**src/rtl/tally_consts.svh**
```systemverilog
// Constants for the trigger tally and line snapshot block.
// Assumes inclusion by bare name from rtl/.
`ifndef TALLY_CONSTS_SVH
`define TALLY_CONSTS_SVH
`define TALLY_WIDTH 32
`define TALLY_START_VALUE 32'h0000_0001
`define TALLY_RESET_VALUE 32'h0000_0000
`define SNAP_WIDTH 32
`define SNAP_BIT_IN1 0
`define SNAP_BIT_IN2 1
`define SNAP_BIT_OUT1 2
`define SNAP_BIT_OUT2 3
`define ITEM_SEL_WIDTH 2
`define SRC_SEL_WIDTH 2
`define INST_SEL_WIDTH 2
`define EVT_SEL_WIDTH 2
`define INST_TRIGGER_TALLY 2'h0
`define EVT_ACQ_TRIGGER 2'h1
`endif

```
**src/rtl/tally_pkg.sv**
```systemverilog
// Types for the trigger tally and line snapshot block.
// Assumes tally_consts.svh is on the include path.
`include "tally_consts.svh"
package tally_pkg;
    typedef enum logic [1:0] {
        ITEM_NONE = 2'h0,
        ITEM_TALLY = 2'h1,
        ITEM_SNAPSHOT = 2'h2
    } item_sel_t;
    typedef enum logic [1:0] {
        CLR_OFF = 2'h0,
        CLR_LINE_ONE = 2'h1,
        CLR_LINE_TWO = 2'h2,
        CLR_SOFTWARE = 2'h3
    } clr_src_t;
    typedef enum logic [2:0] {
        CFG_IDLE = 3'b001,
        CFG_ENABLE = 3'b010,
        CFG_CLEAR = 3'b100
    } cfg_state_t;
endpackage : tally_pkg

```
**src/rtl/tally_if.sv**
```systemverilog
// Link between the tally device end and its configuring/acquisition partner.
// Assumes one clock, clk_sys, shared by both ends.
`timescale 1ns/1ps
`include "tally_consts.svh"
interface tally_if (
    input wire logic clk_sys
);
    import tally_pkg::*;
    logic metadata_append_mode_on;
    item_sel_t metadata_item_select;
    logic metadata_item_enable;
    logic item_enable_write;
    logic [`INST_SEL_WIDTH-1:0] tally_instance_select;
    logic [`EVT_SEL_WIDTH-1:0] tally_event_source;
    clr_src_t tally_clear_source;
    logic tally_clear_command;
    logic free_run_mode;
    logic acquisition_trigger_event;
    logic tally_chunk_on;
    logic snapshot_chunk_on;
    logic tally_available;
    logic chunk_valid;
    logic [`TALLY_WIDTH-1:0] trigger_tally_value;
    logic [`SNAP_WIDTH-1:0] line_level_snapshot;
    modport device (
        input metadata_append_mode_on, metadata_item_select, metadata_item_enable,
        input item_enable_write, tally_instance_select, tally_event_source,
        input tally_clear_source, tally_clear_command, free_run_mode,
        input acquisition_trigger_event,
        output tally_chunk_on, snapshot_chunk_on, tally_available, chunk_valid,
        output trigger_tally_value, line_level_snapshot
    );
    modport partner (
        output metadata_append_mode_on, metadata_item_select, metadata_item_enable,
        output item_enable_write, tally_instance_select, tally_event_source,
        output tally_clear_source, tally_clear_command, free_run_mode,
        output acquisition_trigger_event,
        input tally_chunk_on, snapshot_chunk_on, tally_available, chunk_valid,
        input trigger_tally_value, line_level_snapshot
    );
endinterface : tally_if

```
**src/rtl/line_sync.sv**
```systemverilog
// Two-stage synchroniser with rising-edge detect for one line.
// Assumes an asynchronous input pin and the system clock.
`timescale 1ns/1ps
module line_sync (
    // Clock and reset
    input wire logic clk_sys,
    input wire logic reset,
    // Line
    input wire logic line_in,
    output logic level,
    output logic rise
);
    typedef struct packed {
        logic meta;
        logic sync;
        logic last;
    } sync_state_t;
    sync_state_t st_r;
    sync_state_t st_nxt;
    always_comb
    begin
        st_nxt = st_r;
        st_nxt.meta = line_in;
        st_nxt.sync = st_r.meta;
        st_nxt.last = st_r.sync;
    end
    always_ff @(posedge clk_sys)
    begin
        if (reset)
            st_r <= '0;
        else
            st_r <= st_nxt;
    end
    assign level = st_r.sync;
    assign rise = st_r.sync & ~st_r.last;
endmodule : line_sync

```
**src/rtl/tally_device.sv**
```systemverilog
// Device end: trigger tally, clear sources, line snapshot and chunk enables.
// Assumes the partner drives the link on clk_sys; lines come from pins.
//
// Notes on behaviour
// - Tally is 32-bit unsigned, chunk appended.
// - First pass starts at one, +1 per trigger.
// - Wraps from all-ones to zero.
// - Tally unavailable in free-run mode.
// - Enabled tally chunk on every image outside free-run mode.
// - Chunk enables need global mode on first.
// - Mode off drops all item enables.
// - Select item, then set its enable.
// - Power loss returns tally to zero.
// - Clear source: line one, two, software, off.
// - Clearing disabled until a source chosen.
// - Software source clears on command only.
// - Partner selects tally instance, trigger event.
// - Tally leads frame count by one.
// - Snapshot all line levels per trigger.
// - Snapshot is a 32-bit word.
// - Bit zero for low, one for high.
// - Enabled snapshot chunk on every image.
`timescale 1ns/1ps
`include "tally_consts.svh"
module tally_device (
    // Clock and reset
    input wire logic clk_sys,
    input wire logic reset,
    // Partner link
    tally_if.device lnk,
    // Camera lines
    input wire logic input_line_one,
    input wire logic input_line_two,
    input wire logic output_line_one,
    input wire logic output_line_two
);
    import tally_pkg::*;

    typedef struct packed {
        logic [`TALLY_WIDTH-1:0] tally;
        logic [`SNAP_WIDTH-1:0] snap;
        logic tally_en;
        logic snap_en;
        logic valid;
        logic avail;
        logic clr_armed;
        logic trig_last;
        logic tally_chunk;
    } dev_state_t;

    dev_state_t st_r;
    dev_state_t st_nxt;
    logic in1_level;
    logic in1_rise;
    logic in2_level;
    logic in2_rise;
    // Output line levels after their own two-flop sync
    logic out1_level;
    logic out2_level;
    logic clear_now;
    logic trig_edge;

    function automatic logic [`SNAP_WIDTH-1:0] pack_lines(
        input logic i1,
        input logic i2,
        input logic o1,
        input logic o2
    );
        logic [`SNAP_WIDTH-1:0] w;
        w = '0;
        w[`SNAP_BIT_IN1] = i1;
        w[`SNAP_BIT_IN2] = i2;
        w[`SNAP_BIT_OUT1] = o1;
        w[`SNAP_BIT_OUT2] = o2;
        // Unmapped bits were cleared above and read as zero
        return w;
    endfunction : pack_lines

    // Enable write aimed at one item; refused while mode is off
    function automatic logic item_hit(
        input logic wr,
        input logic mode,
        input item_sel_t sel,
        input item_sel_t want
    );
        return wr && mode && (sel == want);
    endfunction : item_hit

    ////////////////////////////////////////////////////////////////////////
    // line edge sync
    line_sync u_sync_one (
        .clk_sys(clk_sys),
        .reset(reset),
        .line_in(input_line_one),
        .level(in1_level),
        .rise(in1_rise)
    );
    line_sync u_sync_two (
        .clk_sys(clk_sys),
        .reset(reset),
        .line_in(input_line_two),
        .level(in2_level),
        .rise(in2_rise)
    );

    // Output lines are read back as pins, so they cross domains too
    line_sync u_sync_out_one (
        .clk_sys(clk_sys),
        .reset(reset),
        .line_in(output_line_one),
        .level(out1_level),
        .rise()
    );
    line_sync u_sync_out_two (
        .clk_sys(clk_sys),
        .reset(reset),
        .line_in(output_line_two),
        .level(out2_level),
        .rise()
    );

    ////////////////////////////////////////////////////////////////////////
    // Trigger pulse is same-domain; edge guards a held level
    assign trig_edge = lnk.acquisition_trigger_event & ~st_r.trig_last;

    // Line clears are edges, so a held line clears once
    // clear source select
    always_comb
    begin
        unique case (lnk.tally_clear_source)
            CLR_LINE_ONE: clear_now = in1_rise;
            CLR_LINE_TWO: clear_now = in2_rise;
            CLR_SOFTWARE: clear_now = lnk.tally_clear_command;
            default: clear_now = 1'b0;
        endcase
    end

    ////////////////////////////////////////////////////////////////////////
    // Next state: enables, tally, snapshot
    always_comb
    begin
        st_nxt = st_r;
        st_nxt.trig_last = lnk.acquisition_trigger_event;
        st_nxt.valid = 1'b0;
        // Qualifier lags a selection change by one cycle
        // Only tally instance counting triggers is clearable here
        st_nxt.clr_armed = (lnk.tally_instance_select == `INST_TRIGGER_TALLY)
            && (lnk.tally_event_source == `EVT_ACQ_TRIGGER);
        st_nxt.avail = ~lnk.free_run_mode;
        if (item_hit(lnk.item_enable_write, lnk.metadata_append_mode_on,
            lnk.metadata_item_select, ITEM_TALLY))
            st_nxt.tally_en = lnk.metadata_item_enable;
        if (item_hit(lnk.item_enable_write, lnk.metadata_append_mode_on,
            lnk.metadata_item_select, ITEM_SNAPSHOT))
            st_nxt.snap_en = lnk.metadata_item_enable;
        if (!lnk.metadata_append_mode_on)
        begin
            st_nxt.tally_en = 1'b0;
            st_nxt.snap_en = 1'b0;
        end
        // Plain add: all-ones rolls over to zero
        // count and wrap
        if (trig_edge && !lnk.free_run_mode)
            st_nxt.tally = st_r.tally + `TALLY_WIDTH'(1);
        // Clear beats a same-cycle trigger; next trigger reads one again
        if (clear_now && st_r.clr_armed)
            st_nxt.tally = `TALLY_RESET_VALUE;
        // Taken in free run too; only the tally stops
        // snapshot at trigger
        if (trig_edge)
        begin
            st_nxt.snap = pack_lines(in1_level, in2_level, out1_level, out2_level);
            st_nxt.valid = 1'b1;
        end
        // Registered so the chunk flag leaves straight from a flop
        st_nxt.tally_chunk = st_nxt.tally_en & st_nxt.avail;
    end

    always_ff @(posedge clk_sys)
    begin
        if (reset)
        begin
            st_r <= '0;
            st_r.tally <= `TALLY_RESET_VALUE;
        end
        else
            st_r <= st_nxt;
    end

    ////////////////////////////////////////////////////////////////////////
    // Every output leaves straight from a flop
    // tally chunk out
    assign lnk.trigger_tally_value = st_r.tally;
    assign lnk.line_level_snapshot = st_r.snap;
    assign lnk.tally_chunk_on = st_r.tally_chunk;
    assign lnk.snapshot_chunk_on = st_r.snap_en;
    assign lnk.tally_available = st_r.avail;
    assign lnk.chunk_valid = st_r.valid;
endmodule : tally_device

```
**src/flat_wrapper.sv**
```systemverilog
// flat-port wrapper written by rule: the top's interface ports become plain ports
module tally_device_flat import tally_pkg::*;
  (clk_sys, reset, input_line_one, input_line_two, output_line_one, output_line_two, lnk_metadata_append_mode_on, lnk_metadata_item_select, lnk_metadata_item_enable, lnk_item_enable_write, lnk_tally_instance_select, lnk_tally_event_source, lnk_tally_clear_source, lnk_tally_clear_command, lnk_free_run_mode, lnk_acquisition_trigger_event, lnk_tally_chunk_on, lnk_snapshot_chunk_on, lnk_tally_available, lnk_chunk_valid, lnk_trigger_tally_value, lnk_line_level_snapshot);
  tally_if lnk_i (.clk_sys(clk_sys));
  input wire logic clk_sys;
  input wire logic reset;
  input wire logic input_line_one;
  input wire logic input_line_two;
  input wire logic output_line_one;
  input wire logic output_line_two;
  input wire logic [$bits(lnk_i.metadata_append_mode_on)-1:0] lnk_metadata_append_mode_on;
  input wire logic [$bits(lnk_i.metadata_item_select)-1:0] lnk_metadata_item_select;
  input wire logic [$bits(lnk_i.metadata_item_enable)-1:0] lnk_metadata_item_enable;
  input wire logic [$bits(lnk_i.item_enable_write)-1:0] lnk_item_enable_write;
  input wire logic [$bits(lnk_i.tally_instance_select)-1:0] lnk_tally_instance_select;
  input wire logic [$bits(lnk_i.tally_event_source)-1:0] lnk_tally_event_source;
  input wire logic [$bits(lnk_i.tally_clear_source)-1:0] lnk_tally_clear_source;
  input wire logic [$bits(lnk_i.tally_clear_command)-1:0] lnk_tally_clear_command;
  input wire logic [$bits(lnk_i.free_run_mode)-1:0] lnk_free_run_mode;
  input wire logic [$bits(lnk_i.acquisition_trigger_event)-1:0] lnk_acquisition_trigger_event;
  output wire logic [$bits(lnk_i.tally_chunk_on)-1:0] lnk_tally_chunk_on;
  output wire logic [$bits(lnk_i.snapshot_chunk_on)-1:0] lnk_snapshot_chunk_on;
  output wire logic [$bits(lnk_i.tally_available)-1:0] lnk_tally_available;
  output wire logic [$bits(lnk_i.chunk_valid)-1:0] lnk_chunk_valid;
  output wire logic [$bits(lnk_i.trigger_tally_value)-1:0] lnk_trigger_tally_value;
  output wire logic [$bits(lnk_i.line_level_snapshot)-1:0] lnk_line_level_snapshot;
  assign lnk_i.metadata_append_mode_on = lnk_metadata_append_mode_on;
  assign lnk_i.metadata_item_select = lnk_metadata_item_select;
  assign lnk_i.metadata_item_enable = lnk_metadata_item_enable;
  assign lnk_i.item_enable_write = lnk_item_enable_write;
  assign lnk_i.tally_instance_select = lnk_tally_instance_select;
  assign lnk_i.tally_event_source = lnk_tally_event_source;
  assign lnk_i.tally_clear_source = lnk_tally_clear_source;
  assign lnk_i.tally_clear_command = lnk_tally_clear_command;
  assign lnk_i.free_run_mode = lnk_free_run_mode;
  assign lnk_i.acquisition_trigger_event = lnk_acquisition_trigger_event;
  assign lnk_tally_chunk_on = lnk_i.tally_chunk_on;
  assign lnk_snapshot_chunk_on = lnk_i.snapshot_chunk_on;
  assign lnk_tally_available = lnk_i.tally_available;
  assign lnk_chunk_valid = lnk_i.chunk_valid;
  assign lnk_trigger_tally_value = lnk_i.trigger_tally_value;
  assign lnk_line_level_snapshot = lnk_i.line_level_snapshot;
  tally_device u_core (.clk_sys(clk_sys), .reset(reset), .lnk(lnk_i), .input_line_one(input_line_one), .input_line_two(input_line_two), .output_line_one(output_line_one), .output_line_two(output_line_two));
endmodule
```
**config.mk**
```make
export PLATFORM = sky130hd
export DESIGN_NAME = tally_device_flat
export DESIGN_NICKNAME = d
export VERILOG_FILES = /design/src/rtl/tally_pkg.sv /design/src/rtl/tally_if.sv /design/src/rtl/line_sync.sv /design/src/rtl/tally_device.sv /design/src/flat_wrapper.sv
export VERILOG_INCLUDE_DIRS = /design/src /design/src/rtl
export SDC_FILE = /design/constraint.sdc
export NUM_CORES = 1
export LEC_CHECK = 0
export ABC_AREA = 1
export BUFFER_PORTS_ARGS = -buffer_cell sky130_fd_sc_hd__buf_4
export CAP_MARGIN = 25
export CORE_MARGIN = 5
export CORE_UTILIZATION = 40
export CTS_CLUSTER_DIAMETER = 60
export DETAILED_ROUTE_END_ITERATION = 10
export HOLD_SLACK_MARGIN = 0.03
export PLACE_DENSITY = 0.67
export SYNTH_ARGS = -nofsm -noshare
export SYNTH_HDL_FRONTEND = slang
export SYNTH_SLANG_ARGS = --single-unit
```
**constraint.sdc**
```tcl
create_clock -name clk_sys -period 2.3 [get_ports clk_sys]
set_clock_uncertainty 0.15 [all_clocks]
set_input_delay 0.345 -clock clk_sys [delete_from_list [all_inputs] [get_ports clk_sys]]
set_output_delay 0.345 -clock clk_sys [all_outputs]
set_load 0.1 [all_outputs]
```
; Word-level counts from Yosys, hierarchy flattened
; Index checks and enable logic that the tools add are counted.
[totals]
latchBits = 0
ff_bits = 53
n_memories = 0
ram_bits = 0
mem_bits_ro = 0
[classes]
magnitude_cmp = 0
n_eq_ne = 6
bitwise_logic = 9
div_mod_pow = 0
n_mux = 5
n_shift = 0
n_addsub = 1
n_mul = 0
reduce_logical = 10
[ops]
columns = cell, count
row1 = "32-bit by 1-bit adder with 32-bit output, second input constant", 1
row2 = "2-bit by 1-bit == test with 1-bit output, second input constant", 3
row3 = "2-bit == test, second input constant", 3
row4 = 1-bit logical AND, 6
row5 = 1-bit NOT, 5
row6 = 1-bit AND, 4
row7 = 2-bit OR reduction, 2
row8 = 1-bit 2-to-1 mux, 3
row9 = 1-bit one-hot mux with 3 select lines, 1
row10 = 2-bit logical NOT, 1
row11 = 2-bit 2-to-1 mux, 1
row12 = 1-bit logical NOT, 1

; Longest topological paths before layout
; Gate-level depths: netlist (run 1).
[depth]
ltp_word = 5
mapped_depth = 10
ltp_nobuf = 10

; By module
; A second synthesis (run 1) with hierarchy kept.
[hier_totals]
cells_unflattened = 445
hier_area_um2 = 3159.3
[modules_own_cells]
columns = module, n_inst, area_each_um2, cells_per_inst
row1 = tally_device, 1, 2813.9, 405
row2 = line_sync, 4, 86.3, 10

; Worst setup path after synthesis (run 1)
; Ideal clock, no wire load.
[synth_path]
path_kind = flip-flop to flip-flop
from = register u_core.st_r, in the netlist u_core.lnk.trigger_tally_value[0]
to = register u_core.st_r, in the netlist u_core.lnk.trigger_tally_value[14]
n_path_buf = 0
period_less_slack_ns = 1.520
t_required_ns = 2.040
arrival_ns = 1.259
setup_slack_ns = 0.780
path_stages_with_launch = 9
setup_time_ns = 0.110
cell_sequence = dfxtp_1 > ha_1 > nand2_1 > nor2_2 > nand2_1 > nor3b_1 > nand2_1 > nand2_1 > nor2_1
[synth_via]
elab_chain_len = 1
[synth_rtl]
columns = element, line
row1 = "start, declared", tally_device.sv:51  ; dev_state_t st_r;
row2 = "start signal, assigned", tally_device.sv:187  ; st_r <= st_nxt;
row3 = 32-bit by 1-bit adder with 32-bit output, tally_device.sv:164  ; st_nxt.tally = st_r.tally + `TALLY_WIDTH'(1);
; Every way passes these cells.
; A chain may end at the register's enable or synchronous reset.

; Worst setup path in the final report (run 1)
[layout_path]
from = register u_core.st_r, in the netlist u_core.lnk.trigger_tally_value[0]
to = register u_core.st_r, in the netlist u_core.lnk.trigger_tally_value[16]
; Same word-level chain as after synthesis.

==> metrics.csv, run 1 <==
metric,value,unit
rsz0062_at_grt,no,
dieArea,9640,sq um
yosysMostFrequentCell,nand2_1,
power.leakage,1.52,nW
path_delay_family,simple AND/OR/NAND/NOR gates,
dp_hpwl,5080,microns
maxCapViolCount,0,
startpoint_type,flop,
met2_usage,22.3,%
drt_iter0_markers,158,
max-vdd-ir-drop,0.000315,V
synthArstFlopShare,0,%
tns,0,ns
drt-total-wl,6410,microns
crit_type,reg2reg,
cp_common_cell,nand2_1,
place.gp.congestion,0.866,
finalNetCount,494,
grt_busiest_layer,met2,
cts.clk_slew.worst_paths,0.10,ns
critPathCaptureType,flop,
io_pins,88,
via_per_inst,4.44,
netlist_top_cells_area,"dfxtp_1 34%, buf_4 16%, nand2_1 11%",
powerDensity,556,nW/um^2
insertion_delay,0.31,ns
utilization,44.2,%
cp_max_fo,5,
root_buffer,clkbuf_8,
synth.yosys.seq_area_share,34.1,%
syn_area,3110,sq um
synth_flop_cell,dfxtp_1,
drive_gt1_share,22.4,%
fp.coreArea,7650,sq um
clock_path_buffers,2,
drt_pre_antenna_iters,6,
ys_ff_latch,53,
portBuffers,59,
drt.antenna.violating_nets,0,
met1_usage,16.5,%
met3_usage,4.36,%
critPathSlowestCell,dfxtp_1,
syn2layout_area_growth,8.69,%
gr-usage-all-layers,13.5,%
period_minus_slack,1.71,ns
syn_avg_cell_area,6.96,sq um
grt_pass1_wl,10800,microns
numCtsBuffers,5,
synth_edf_count,0,
cts-hold-fix-buffers,1,
htreeDepth,2,
num_rows,32,
die_h,98.2,microns
largest_reg_flops,32,
required,2.40,ns
synth_area_leader_cell,dfxtp_1,
critPathMaxStageDelay,0.40,ns
die_x,98.2,microns
cts_sinks,53,
synth_top_area_share,34.1,%
path_buf_inv,0,
fmax,584,MHz
synthCells,447,
antenna_cells,0,
grt_pass1_vias,2333,
start_util,40.7,%
wl_per_cell,11.1,microns
cts_tree,built,
remaining_drc_errors,0,
hp-class,in2reg,
post_cts_buffers,0,
antenna_found_initial,0,
place_inst,567,
power,1.88,mW
instances_no_fill,576,
crit_chain,ha_1 -> nand2_1 -> nor2_2 -> nand2_1 -> nor2_2 -> nand2_1 -> nand2_1 -> nand2_1 -> nor2_1,
globalRouteOverflowTotal,0,
num_vias,2557,
yosys_warnings,0,
outcome,completed,
hold_viol,0,
fin_crit_sh,74.5,%
finalMaxSlewViolations,0,
finalSetupViolations,0,
crit_arrival,1.82,ns
grt_start_max_net_pins,20,
ctsResizeCount,0,
ys_types,36,
synth_common_cells,"88 x nand2_1, 77 x nor2_1, 65 x buf_4, 54 x inv_1, 53 x dfxtp_1",
==> metrics by stage <==
stage,hold slack [ns],setup WS [ns],instance area (sq um)
final,0.0756,0.587,3380
after global routing,0.0571,0.304,3380
after CTS,0.0631,0.574,3380
after detailed placement,0.242,0.619,3270
after global placement,0.239,0.640,3270
after floorplan,0.238,0.780,3210
==> where the power goes <==
group | switching (mW) | leakage [nW] | internal, mW | total (mW)
clock | 0.339 | 0.0506 | 0.228 | 0.568
combinational | 0.318 | 1.04 | 0.0521 | 0.370
sequential | 0.00797 | 0.431 | 0.935 | 0.943
==> final timing paths <==
kind,from,end,slack [ns],cells after the start
max,u_core.lnk.trigger_tally_value[0],u_core.lnk.trigger_tally_value[16],0.59,9
min,input_line_two,u_core.u_sync_two.st_nxt[1],0.08,3
max reg2reg,u_core.lnk.trigger_tally_value[0],u_core.lnk.trigger_tally_value[16],0.59,9
min reg2reg,u_core.u_sync_out_one.st_nxt[1],u_core.u_sync_out_one.level,0.26,2
==> worst register-to-register path, delay by kind of cell (launching register included) <==
kind	cells	cell delay, ns
and+or+nand+nor	8	0.92
DFF	1	0.40
adders and majority gates	1	0.19
==> cell usage in the layout (no fill, tap or decap) <==
master         count
nor2_4             5
inv_1             54
inv_6              1
o21bai_2           1
or2_2              1
nand2_1           88
o211ai_1           1
or2_0              2
buf_4             60
dlygate4sd3_1      1
o211ai_2           1
nor2_8             2
o21ai_2            2
conb_1            28
o21ai_1            1
nor3_1            10
clkbuf_8           5
nand3_2            2
inv_8              1
nand2_2            8
nor3_2             1
o21ai_0            6
nand3_1           20
o21bai_1           1
nor3b_1            3
clkinv_4           1
nor3b_2            1
nand2_4            2
and3_1             1
nor2_1            77
a21oi_1           10
inv_2              3
xnor2_1            2
xor2_1             1
nand4_1            8
ha_1               1
dfxtp_1           53
nor2_2             9
==> layer usage <==
metal  up-vias  part of all wire [%]
met5         -                     0
met4         0                   1.9
met3        10                   9.3
met2        88                    47
met1      1131                    42
li1       1328                     -
==> layout make-up <==
| type | instances | area, sq um |
|---|---|---|
| Clock inverter | 3 | 28.8 |
| Timing Repair Buffer | 61 | 460 |
| Clock buffer | 5 | 68.8 |
| Sequential cell | 53 | 1060 |
| Inverter | 57 | 214 |
| Fill cell | 810 | 4270 |
| Tap cell | 102 | 128 |
| Multi-Input combinational cell | 295 | 1420 |
==> kinds of logic after synthesis <==
logic type	after synthesis	share of synthesized area, %
flip-flops	53	34.1
adder cells (fa/ha/maj)	1	0.402
buffers and inverters	126	23.5
AO/OA/AOI/OAI	23	4.55
other	1	0.121
XOR/XNOR	3	0.845
AND/OR/NAND/NOR	240	36.5
(Power assumes the default switching activity.)
==> run 2, diff against run 1 <==
--- a/config.mk
+++ b/config.mk
@@ -6,7 +6,7 @@
 export SDC_FILE = /design/constraint.sdc
 export NUM_CORES = 1
 export LEC_CHECK = 0
-export ABC_AREA = 1
+export ABC_AREA = 0
 export BUFFER_PORTS_ARGS = -buffer_cell sky130_fd_sc_hd__buf_4
 export CAP_MARGIN = 25
 export CORE_MARGIN = 5
@@ -14,7 +14,7 @@
 export CTS_CLUSTER_DIAMETER = 60
 export DETAILED_ROUTE_END_ITERATION = 10
 export HOLD_SLACK_MARGIN = 0.03
-export PLACE_DENSITY = 0.67
+export PLACE_DENSITY = 0.71
 export SYNTH_ARGS = -nofsm -noshare
 export SYNTH_HDL_FRONTEND = slang
 export SYNTH_SLANG_ARGS = --single-unit
==> constraint.sdc (replaced) <==
create_clock -name clk_sys -period 1.54 [get_ports clk_sys]
set_clock_uncertainty 0.15 [all_clocks]
set_input_delay 0.231 -clock clk_sys [delete_from_list [all_inputs] [get_ports clk_sys]]
set_output_delay 0.231 -clock clk_sys [all_outputs]
set_load 0.1 [all_outputs]
==> run 2 against run 1 <==
  * The run now ends with negative setup slack left
  * Via count fell by 6.2%
  * Global-route usage rose by 1.1 points
  * Register-to-register slack got worse by 1.1 ns
  * Design area rose by 11%
  * Final cell count fell by 17%
  * Clock power rose by 70%
  * Count of clock-buffer cells in the layout rose by 2
  * Critical path type unchanged
  * First-iteration DRC count fell by 27%
  * Non-clock buffer count rose by 73
  * Largest cell class unchanged
==> metrics.csv, run 2 <==
metric,value,unit,change
outcome,finished with violations,,
violations,negative setup slack,,
drt_iter0_markers,116,,-27%
final_cell_mix,"118 x buf_4, 39 x dfxtp_1, 28 x conb_1",,
ys_ff_latch,53,,unchanged
fmax,495,MHz,-15%
dp_hpwl,4670,microns,-8.0%
rr_startpoint,u_core.lnk.trigger_tally_value[4],,
r2r_setup_slack,-0.48,ns,-1.07 ns
die_h,92.2,microns,-6.1%
place_inst,454,,-20%
power.internal,2.02,mW,+67%
synth_top_area_share,39.3,%,+5.2 points
drt-total-wl,6730,microns,+4.9%
powerDensity,777,nW/um^2,+40%
drive_gt1_share,46.0,%,+24 points
netSwitchingFraction,30.4,%,-5.0 points
dp_slack,-0.483,ns,-1.10 ns
remaining_drc_errors,0,,unchanged
drt.antenna.violating_nets,0,,unchanged
globalRouteOverflowTotal,0,,unchanged
maxCapViolCount,0,,unchanged
hp-start,lnk_metadata_item_enable,,
yosysMostFrequentCell,buf_4,,
numCtsBuffers,5,,unchanged
synth_flop_cell,dfxtp_1,,
max-vdd-ir-drop,0.000587,V,+86%
num_rows,30,,-6.3%
synth.yosys.seq_area_share,39.3,%,+5.2 points
crit_arrival,2.12,ns,+0.30 ns
power.leakage,1.59,nW,+4.7%
layout_commonest_cell,buf_4,,
synthCells,308,,-31%
portBuffers,59,,unchanged
nFillCells,578,,-29%
hold_end,u_core.lnk.snapshot_chunk_on,,
holdPathStages,3,,unchanged
io_pins,88,,unchanged
fin_crit_sh,131,%,+57 points
syn_area,2700,sq um,-13%
die_x,92.2,microns,-6.1%
cts_sinks,53,,unchanged
fp.coreArea,6680,sq um,-13%
wl_per_cell,14.0,microns,+26%
largest_reg_flops,32,,unchanged
yosys_warnings,0,,unchanged
hold_viol,0,,unchanged
antenna_found_initial,0,,unchanged
num_vias,2398,,-6.2%
via_per_inst,5.00,,+13%
synthArstFlopShare,0,%,unchanged
rsz0062_at_grt,yes,,
antenna_cells,0,,unchanged
p_seq_share,48.2,%,-1.9 points
clock_path_buffers,2,,unchanged
combinationalPowerShare,18.5,%,-1.2 points
instances_no_fill,480,,-17%
synth_area_leader_cell,dfxtp_1,,
power,2.91,mW,+55%
root_buffer,clkbuf_8,,
cts.clk_slew.worst_paths,0.10,ns,about the same
grt_start_max_net_pins,33,,+65%
startpoint_type,flop,,
period_minus_slack,2.02,ns,+0.307 ns
gr-usage-all-layers,14.6,%,+1.1 points
finalSetupViolations,21,,+21
required,1.64,ns,-0.76 ns
synth_edf_count,0,,unchanged
reg2reg_depth,5,,-4
ys_types,35,,-2.8%
syn_avg_cell_area,8.77,sq um,+26%
critPathCaptureType,flop,,
worstReg2RegEnd,u_core.lnk.trigger_tally_value[27],,
switchingPower,0.884,mW,+33%
setup_slack,-0.480,ns,-1.07 ns
netlist_top_cells_area,"dfxtp_1 39%, buf_4 18%, or4_1 4.7%",,
clkPwrFrac,33.3,%,+3.1 points
tns,-7.20,ns,-7.20 ns
finalMaxSlewViolations,0,,unchanged
fin_hold_ws,0.0314,ns,-0.0442 ns
syn2layout_area_growth,38.6,%,
synth_common_cells,"64 x buf_4, 53 x dfxtp_1, 23 x a21oi_1, 17 x nor2_1, 17 x or4_1",,
drt_pre_antenna_iters,4,,-2
dieArea,8490,sq um,-12%
grt_pass1_wl,10300,microns,-4.6%
place.gp.congestion,0.889,,+2.6%
hp-class,in2reg,,
grt_pass1_vias,2227,,-4.5%
insertion_delay,0.30,ns,about the same
cts_tree,built,,
cp_max_fo,6,,+1
finalNetCount,420,,-15%
start_util,40.4,%,-0.26 points
crit_type,reg2reg,,
htreeDepth,2,,unchanged
[run 2: cell count changes after synthesis, moves of 13 or more]
| cell | before | now |
|---|---|---|
| inv_1 | 54 | 6 |
| nand3_1 | 20 | 5 |
| a21oi_1 | 10 | 23 |
| nand2_1 | 88 | 13 |
| or4_1 | 0 | 17 |
| nor2_1 | 77 | 17 |
| o31ai_1 | 0 | 16 |
[run 2: cells by family after synthesis]
logic type               share of synthesized area (%)
buffers and inverters                             21.1
XOR/XNOR                                          2.92
flip-flops                                        39.3
AND/OR/NAND/NOR                                   23.1
multiplexers                                      2.22
other                                            0.139
AO/OA/AOI/OAI                                     10.8
adder cells (fa/ha/maj)                          0.463
[run 2: final cells by class]
type	instances	area, sq um	share of cell area (%)
well taps	80	100	2.67
clock buffers	7	86.3	2.31
clock inverters	1	30.0	0.802
repair buffers	134	1070	28.5
multi-input cells	199	1350	36.1
flip-flops and latches	53	1080	28.9
inverters	6	22.5	0.602
[run 2: through the flow]
| stage | util [%] | cell area (sq um) |
|---|---|---|
| global route | 56.0 | 3740 |
| floorplan | - | 2880 |
| global placement | 49.3 | 3300 |
| CTS | 53.8 | 3600 |
| detailed placement | 49.3 | 3300 |
| finish | 56.0 | 3740 |
[run 2: worst max-delay path by stage]
stage	start	endpoint	slack, ns
final	u_core.lnk.trigger_tally_value[4]	u_core.lnk.trigger_tally_value[27]	-0.48
after global routing	u_core.lnk.trigger_tally_value[4]	u_core.lnk.trigger_tally_value[17]	-0.56
after CTS	u_core.lnk.trigger_tally_value[5]	u_core.lnk.trigger_tally_value[20]	-0.49
after detailed placement	u_core.lnk.trigger_tally_value[4]	u_core.lnk.trigger_tally_value[29]	-0.48
after global placement	u_core.lnk.trigger_tally_value[7]	u_core.lnk.trigger_tally_value[29]	-0.42
after floorplan	u_core.lnk.trigger_tally_value[4]	u_core.lnk.trigger_tally_value[21]	-0.39
[run 2: critical path, stage by stage (launching register included)]
cell and delay [ns]:
dfxtp_2 0.34, nand4_1 0.14, buf_4 0.17, or4_4 0.54
or4_4 0.50, a21oi_2 0.12
[run 2: repair_timing]
action	4_1_cts	5_1_grt
setup buffers	10	6
cloned	1	0
pin swaps	12	15
endpoints found under the setup margin	24	25
hold buffers	5	0
endpoints found under the hold margin	5	0
resized for setup	18	31
[run 2: per-layer routing]
metal,share of wire [%],track usage [%],up-vias
li1,-,-,1174
met1,39,17.2,1142
met2,53,26.5,76
met3,7.3,4.35,6
met4,0.68,2.60,0
met5,0,0,-
[run 2: power by group through the flow]
stage	sequential (mW)	clock (mW)	combinational, mW
floorplan	1.46	0	0.463
global placement	1.43	0	0.501
detailed placement	1.43	0	0.505
CTS	1.40	0.994	0.523
global route	1.40	1.06	0.555
finish	1.40	0.968	0.537
==> run 3, diff against run 2 <==
--- a/config.mk
+++ b/config.mk
@@ -7,14 +7,14 @@
 export NUM_CORES = 1
 export LEC_CHECK = 0
 export ABC_AREA = 0
-export BUFFER_PORTS_ARGS = -buffer_cell sky130_fd_sc_hd__buf_4
 export CAP_MARGIN = 25
 export CORE_MARGIN = 5
 export CORE_UTILIZATION = 40
 export CTS_CLUSTER_DIAMETER = 60
 export DETAILED_ROUTE_END_ITERATION = 10
+export DONT_BUFFER_PORTS = 1
 export HOLD_SLACK_MARGIN = 0.03
-export PLACE_DENSITY = 0.71
+export PLACE_DENSITY = 0.59
 export SYNTH_ARGS = -nofsm -noshare
 export SYNTH_HDL_FRONTEND = slang
 export SYNTH_SLANG_ARGS = --single-unit
==> run 3 against run 2 <==
  * The flow still finishes with violations (negative setup slack)
  * Non-clock buffer count fell by 34
  * Maximum frequency rose by 3.2%
  * Count of clock-buffer cells in the layout fell by 1
  * Largest cell class unchanged
  * Highest routed layer unchanged
==> metrics.csv, run 3 (synthesis gave the netlist of run 2 again) <==
metric,value,unit,change
relSlewSlack,58.6,%,
largest_reg_flops,32,,unchanged
crit_arrival,2.05,ns,-0.07 ns
hold_end,u_core.lnk.snapshot_chunk_on,,
grt_pass1_wl,10800,microns,+5.2%
reg2reg_depth,5,,unchanged
die_x,92.2,microns,unchanged
crit_chain,nand4_1 -> buf_6 -> or4_4 -> or4_4 -> a21oi_2,,
drt-total-wl,6450,microns,-4.1%
antenna_found_initial,0,,unchanged
fmax,511,MHz,+3.2%
tightest_slew,0.621,ns,
io_pins,88,,unchanged
required,1.63,ns,about the same
outcome,finished with violations,,
startpoint_type,flop,,
root_buffer,clkbuf_8,,
final_cell_mix,"81 x buf_4, 39 x dfxtp_1, 28 x conb_1",,
place.gp.congestion,0.812,,-8.7%
dp_slack,-0.487,ns,-0.00353 ns
finalNetCount,388,,-7.6%
die_h,92.2,microns,unchanged
start_util,40.4,%,unchanged
combinationalPowerShare,16.8,%,-1.7 points
violations,negative setup slack,,
clkPwrFrac,35.5,%,+2.2 points
drive_gt1_share,35.6,%,-10 points
rsz0062_at_grt,yes,,
cts_tree,built,,
power.leakage,1.40,nW,-12%
p_seq_share,47.8,%,-0.4 points
cp.depth,5,,unchanged
antenna_cells,0,,unchanged
numCtsBuffers,5,,unchanged
grt_start_max_net_pins,33,,unchanged
hp-class,in2reg,,
path_buf_inv,1,,unchanged
cts.clk_slew.worst_paths,0.09,ns,about the same
powerDensity,851,nW/um^2,+9.6%
num_rows,30,,unchanged
dieArea,8490,sq um,unchanged
cp_common_cell,or4_4,,
htreeDepth,2,,unchanged
via_per_inst,5.01,,+0.35%
power.internal,2.04,mW,+1.0%
syn2layout_area_growth,27.7,%,
drt.antenna.violating_nets,0,,unchanged
finalMaxSlewViolations,0,,unchanged
critPathSlowestCell,or4_4,,
netSwitchingFraction,30.3,%,-0.060 points
grt_pass1_vias,2235,,+0.36%
period_minus_slack,1.96,ns,-0.0628 ns
placedInstanceArea,3030,sq um,-8.2%
utilization,51.6,%,-4.4 points
critPathCaptureType,flop,,
holdPathStages,3,,unchanged
instances_no_fill,448,,-6.7%
power,2.93,mW,+0.94%
fin_crit_sh,127,%,-4.1 points
drt_pre_antenna_iters,4,,unchanged
remaining_drc_errors,0,,unchanged
setup_slack,-0.418,ns,+0.0628 ns
max-vdd-ir-drop,0.000618,V,+5.3%
dp_hpwl,4460,microns,-4.6%
path_delay_family,simple AND/OR/NAND/NOR gates,,
maxCapViolCount,0,,unchanged
globalRouteOverflowTotal,0,,unchanged
gr-usage-all-layers,15.6,%,+0.99 points
cp_max_fo,6,,unchanged
critPathMaxStageDelay,0.55,ns,about the same
num_vias,2246,,-6.3%
crit_type,reg2reg,,
portBuffers,0,,-100%
fp.coreArea,6680,sq um,unchanged
place_inst,418,,-7.9%
wl_per_cell,14.4,microns,+2.8%
hp-start,lnk_metadata_item_select[1],,
insertion_delay,0.30,ns,about the same
drt_iter0_markers,72,,-38%
cts_sinks,53,,unchanged
worstReg2RegEnd,u_core.lnk.trigger_tally_value[17],,
finalSetupViolations,23,,+9.5%
clock_path_buffers,2,,unchanged
layout_commonest_cell,buf_4,,
fin_area,3450,sq um,-7.9%
fin_hold_ws,0.0394,ns,+0.00805 ns
hold_viol,0,,unchanged
r2r_setup_slack,-0.42,ns,+0.06 ns
tns,-7.43,ns,-0.225 ns
rr_startpoint,u_core.lnk.trigger_tally_value[4],,
switchingPower,0.890,mW,+0.74%
## run 3: cell types whose count changed in the layout (fill, tap and decap cells not counted), moves of 3 or more
cell           before  now
buf_4             118   81
dlygate4sd3_1       5   13
buf_6              10    3
or4_1              11   15
a21oi_1            17   20
a21oi_2             6    3
## run 3: area by class of cell
class	count	area, sq um
timing repair buffer	100	820
multi-input combinational	201	1290
fill	610	3230
sequential	53	1080
inverter	6	22.5
clock inverter	2	35.0
clock buffer	6	93.8
tap	80	100
## run 3: tightest hold or removal path, cell delays in order
cell,delay (ns)
nand3b_1,0.08
mux2i_1,0.07
nor2_1,0.08
## run 3: worst max path at each step
stage                     slack, ns                                  to                         startpoint
after CTS                     -0.45  u_core.lnk.trigger_tally_value[21]  u_core.lnk.trigger_tally_value[6]
after detailed placement      -0.49  u_core.lnk.trigger_tally_value[29]  u_core.lnk.trigger_tally_value[7]
final                         -0.42  u_core.lnk.trigger_tally_value[17]  u_core.lnk.trigger_tally_value[4]
after floorplan               -0.39  u_core.lnk.trigger_tally_value[21]  u_core.lnk.trigger_tally_value[4]
after global routing          -0.50  u_core.lnk.trigger_tally_value[17]  u_core.lnk.trigger_tally_value[5]
after global placement        -0.44  u_core.lnk.trigger_tally_value[29]  u_core.lnk.trigger_tally_value[7]
## run 3: timing repair
item	CTS	global route
endpoints found under the setup margin	23	37
pin swaps	11	8
hold buffers	14	0
gates resized for setup	13	12
hold endpoints to repair	22	0
cloned	3	0
setup buffers	4	1
## run 3: metal layers
metal / vias up / share of wire, % / GRT usage (%)
li1: 1131 / - / -
met1: 1036 / 39 / 18.6
met2: 72 / 53 / 27.1
met3: 7 / 7.6 / 5.09
met4: 0 / 0.79 / 3.96
met5: - / 0 / 0
## run 3: power groups by stage
stage,Sequential [mW],Combinational [mW],Clock (mW)
CTS,1.40,0.490,1.07
finish,1.40,0.493,1.04
floorplan,1.46,0.463,0
global route,1.40,0.509,1.14
global placement,1.43,0.453,0
detailed placement,1.43,0.454,0
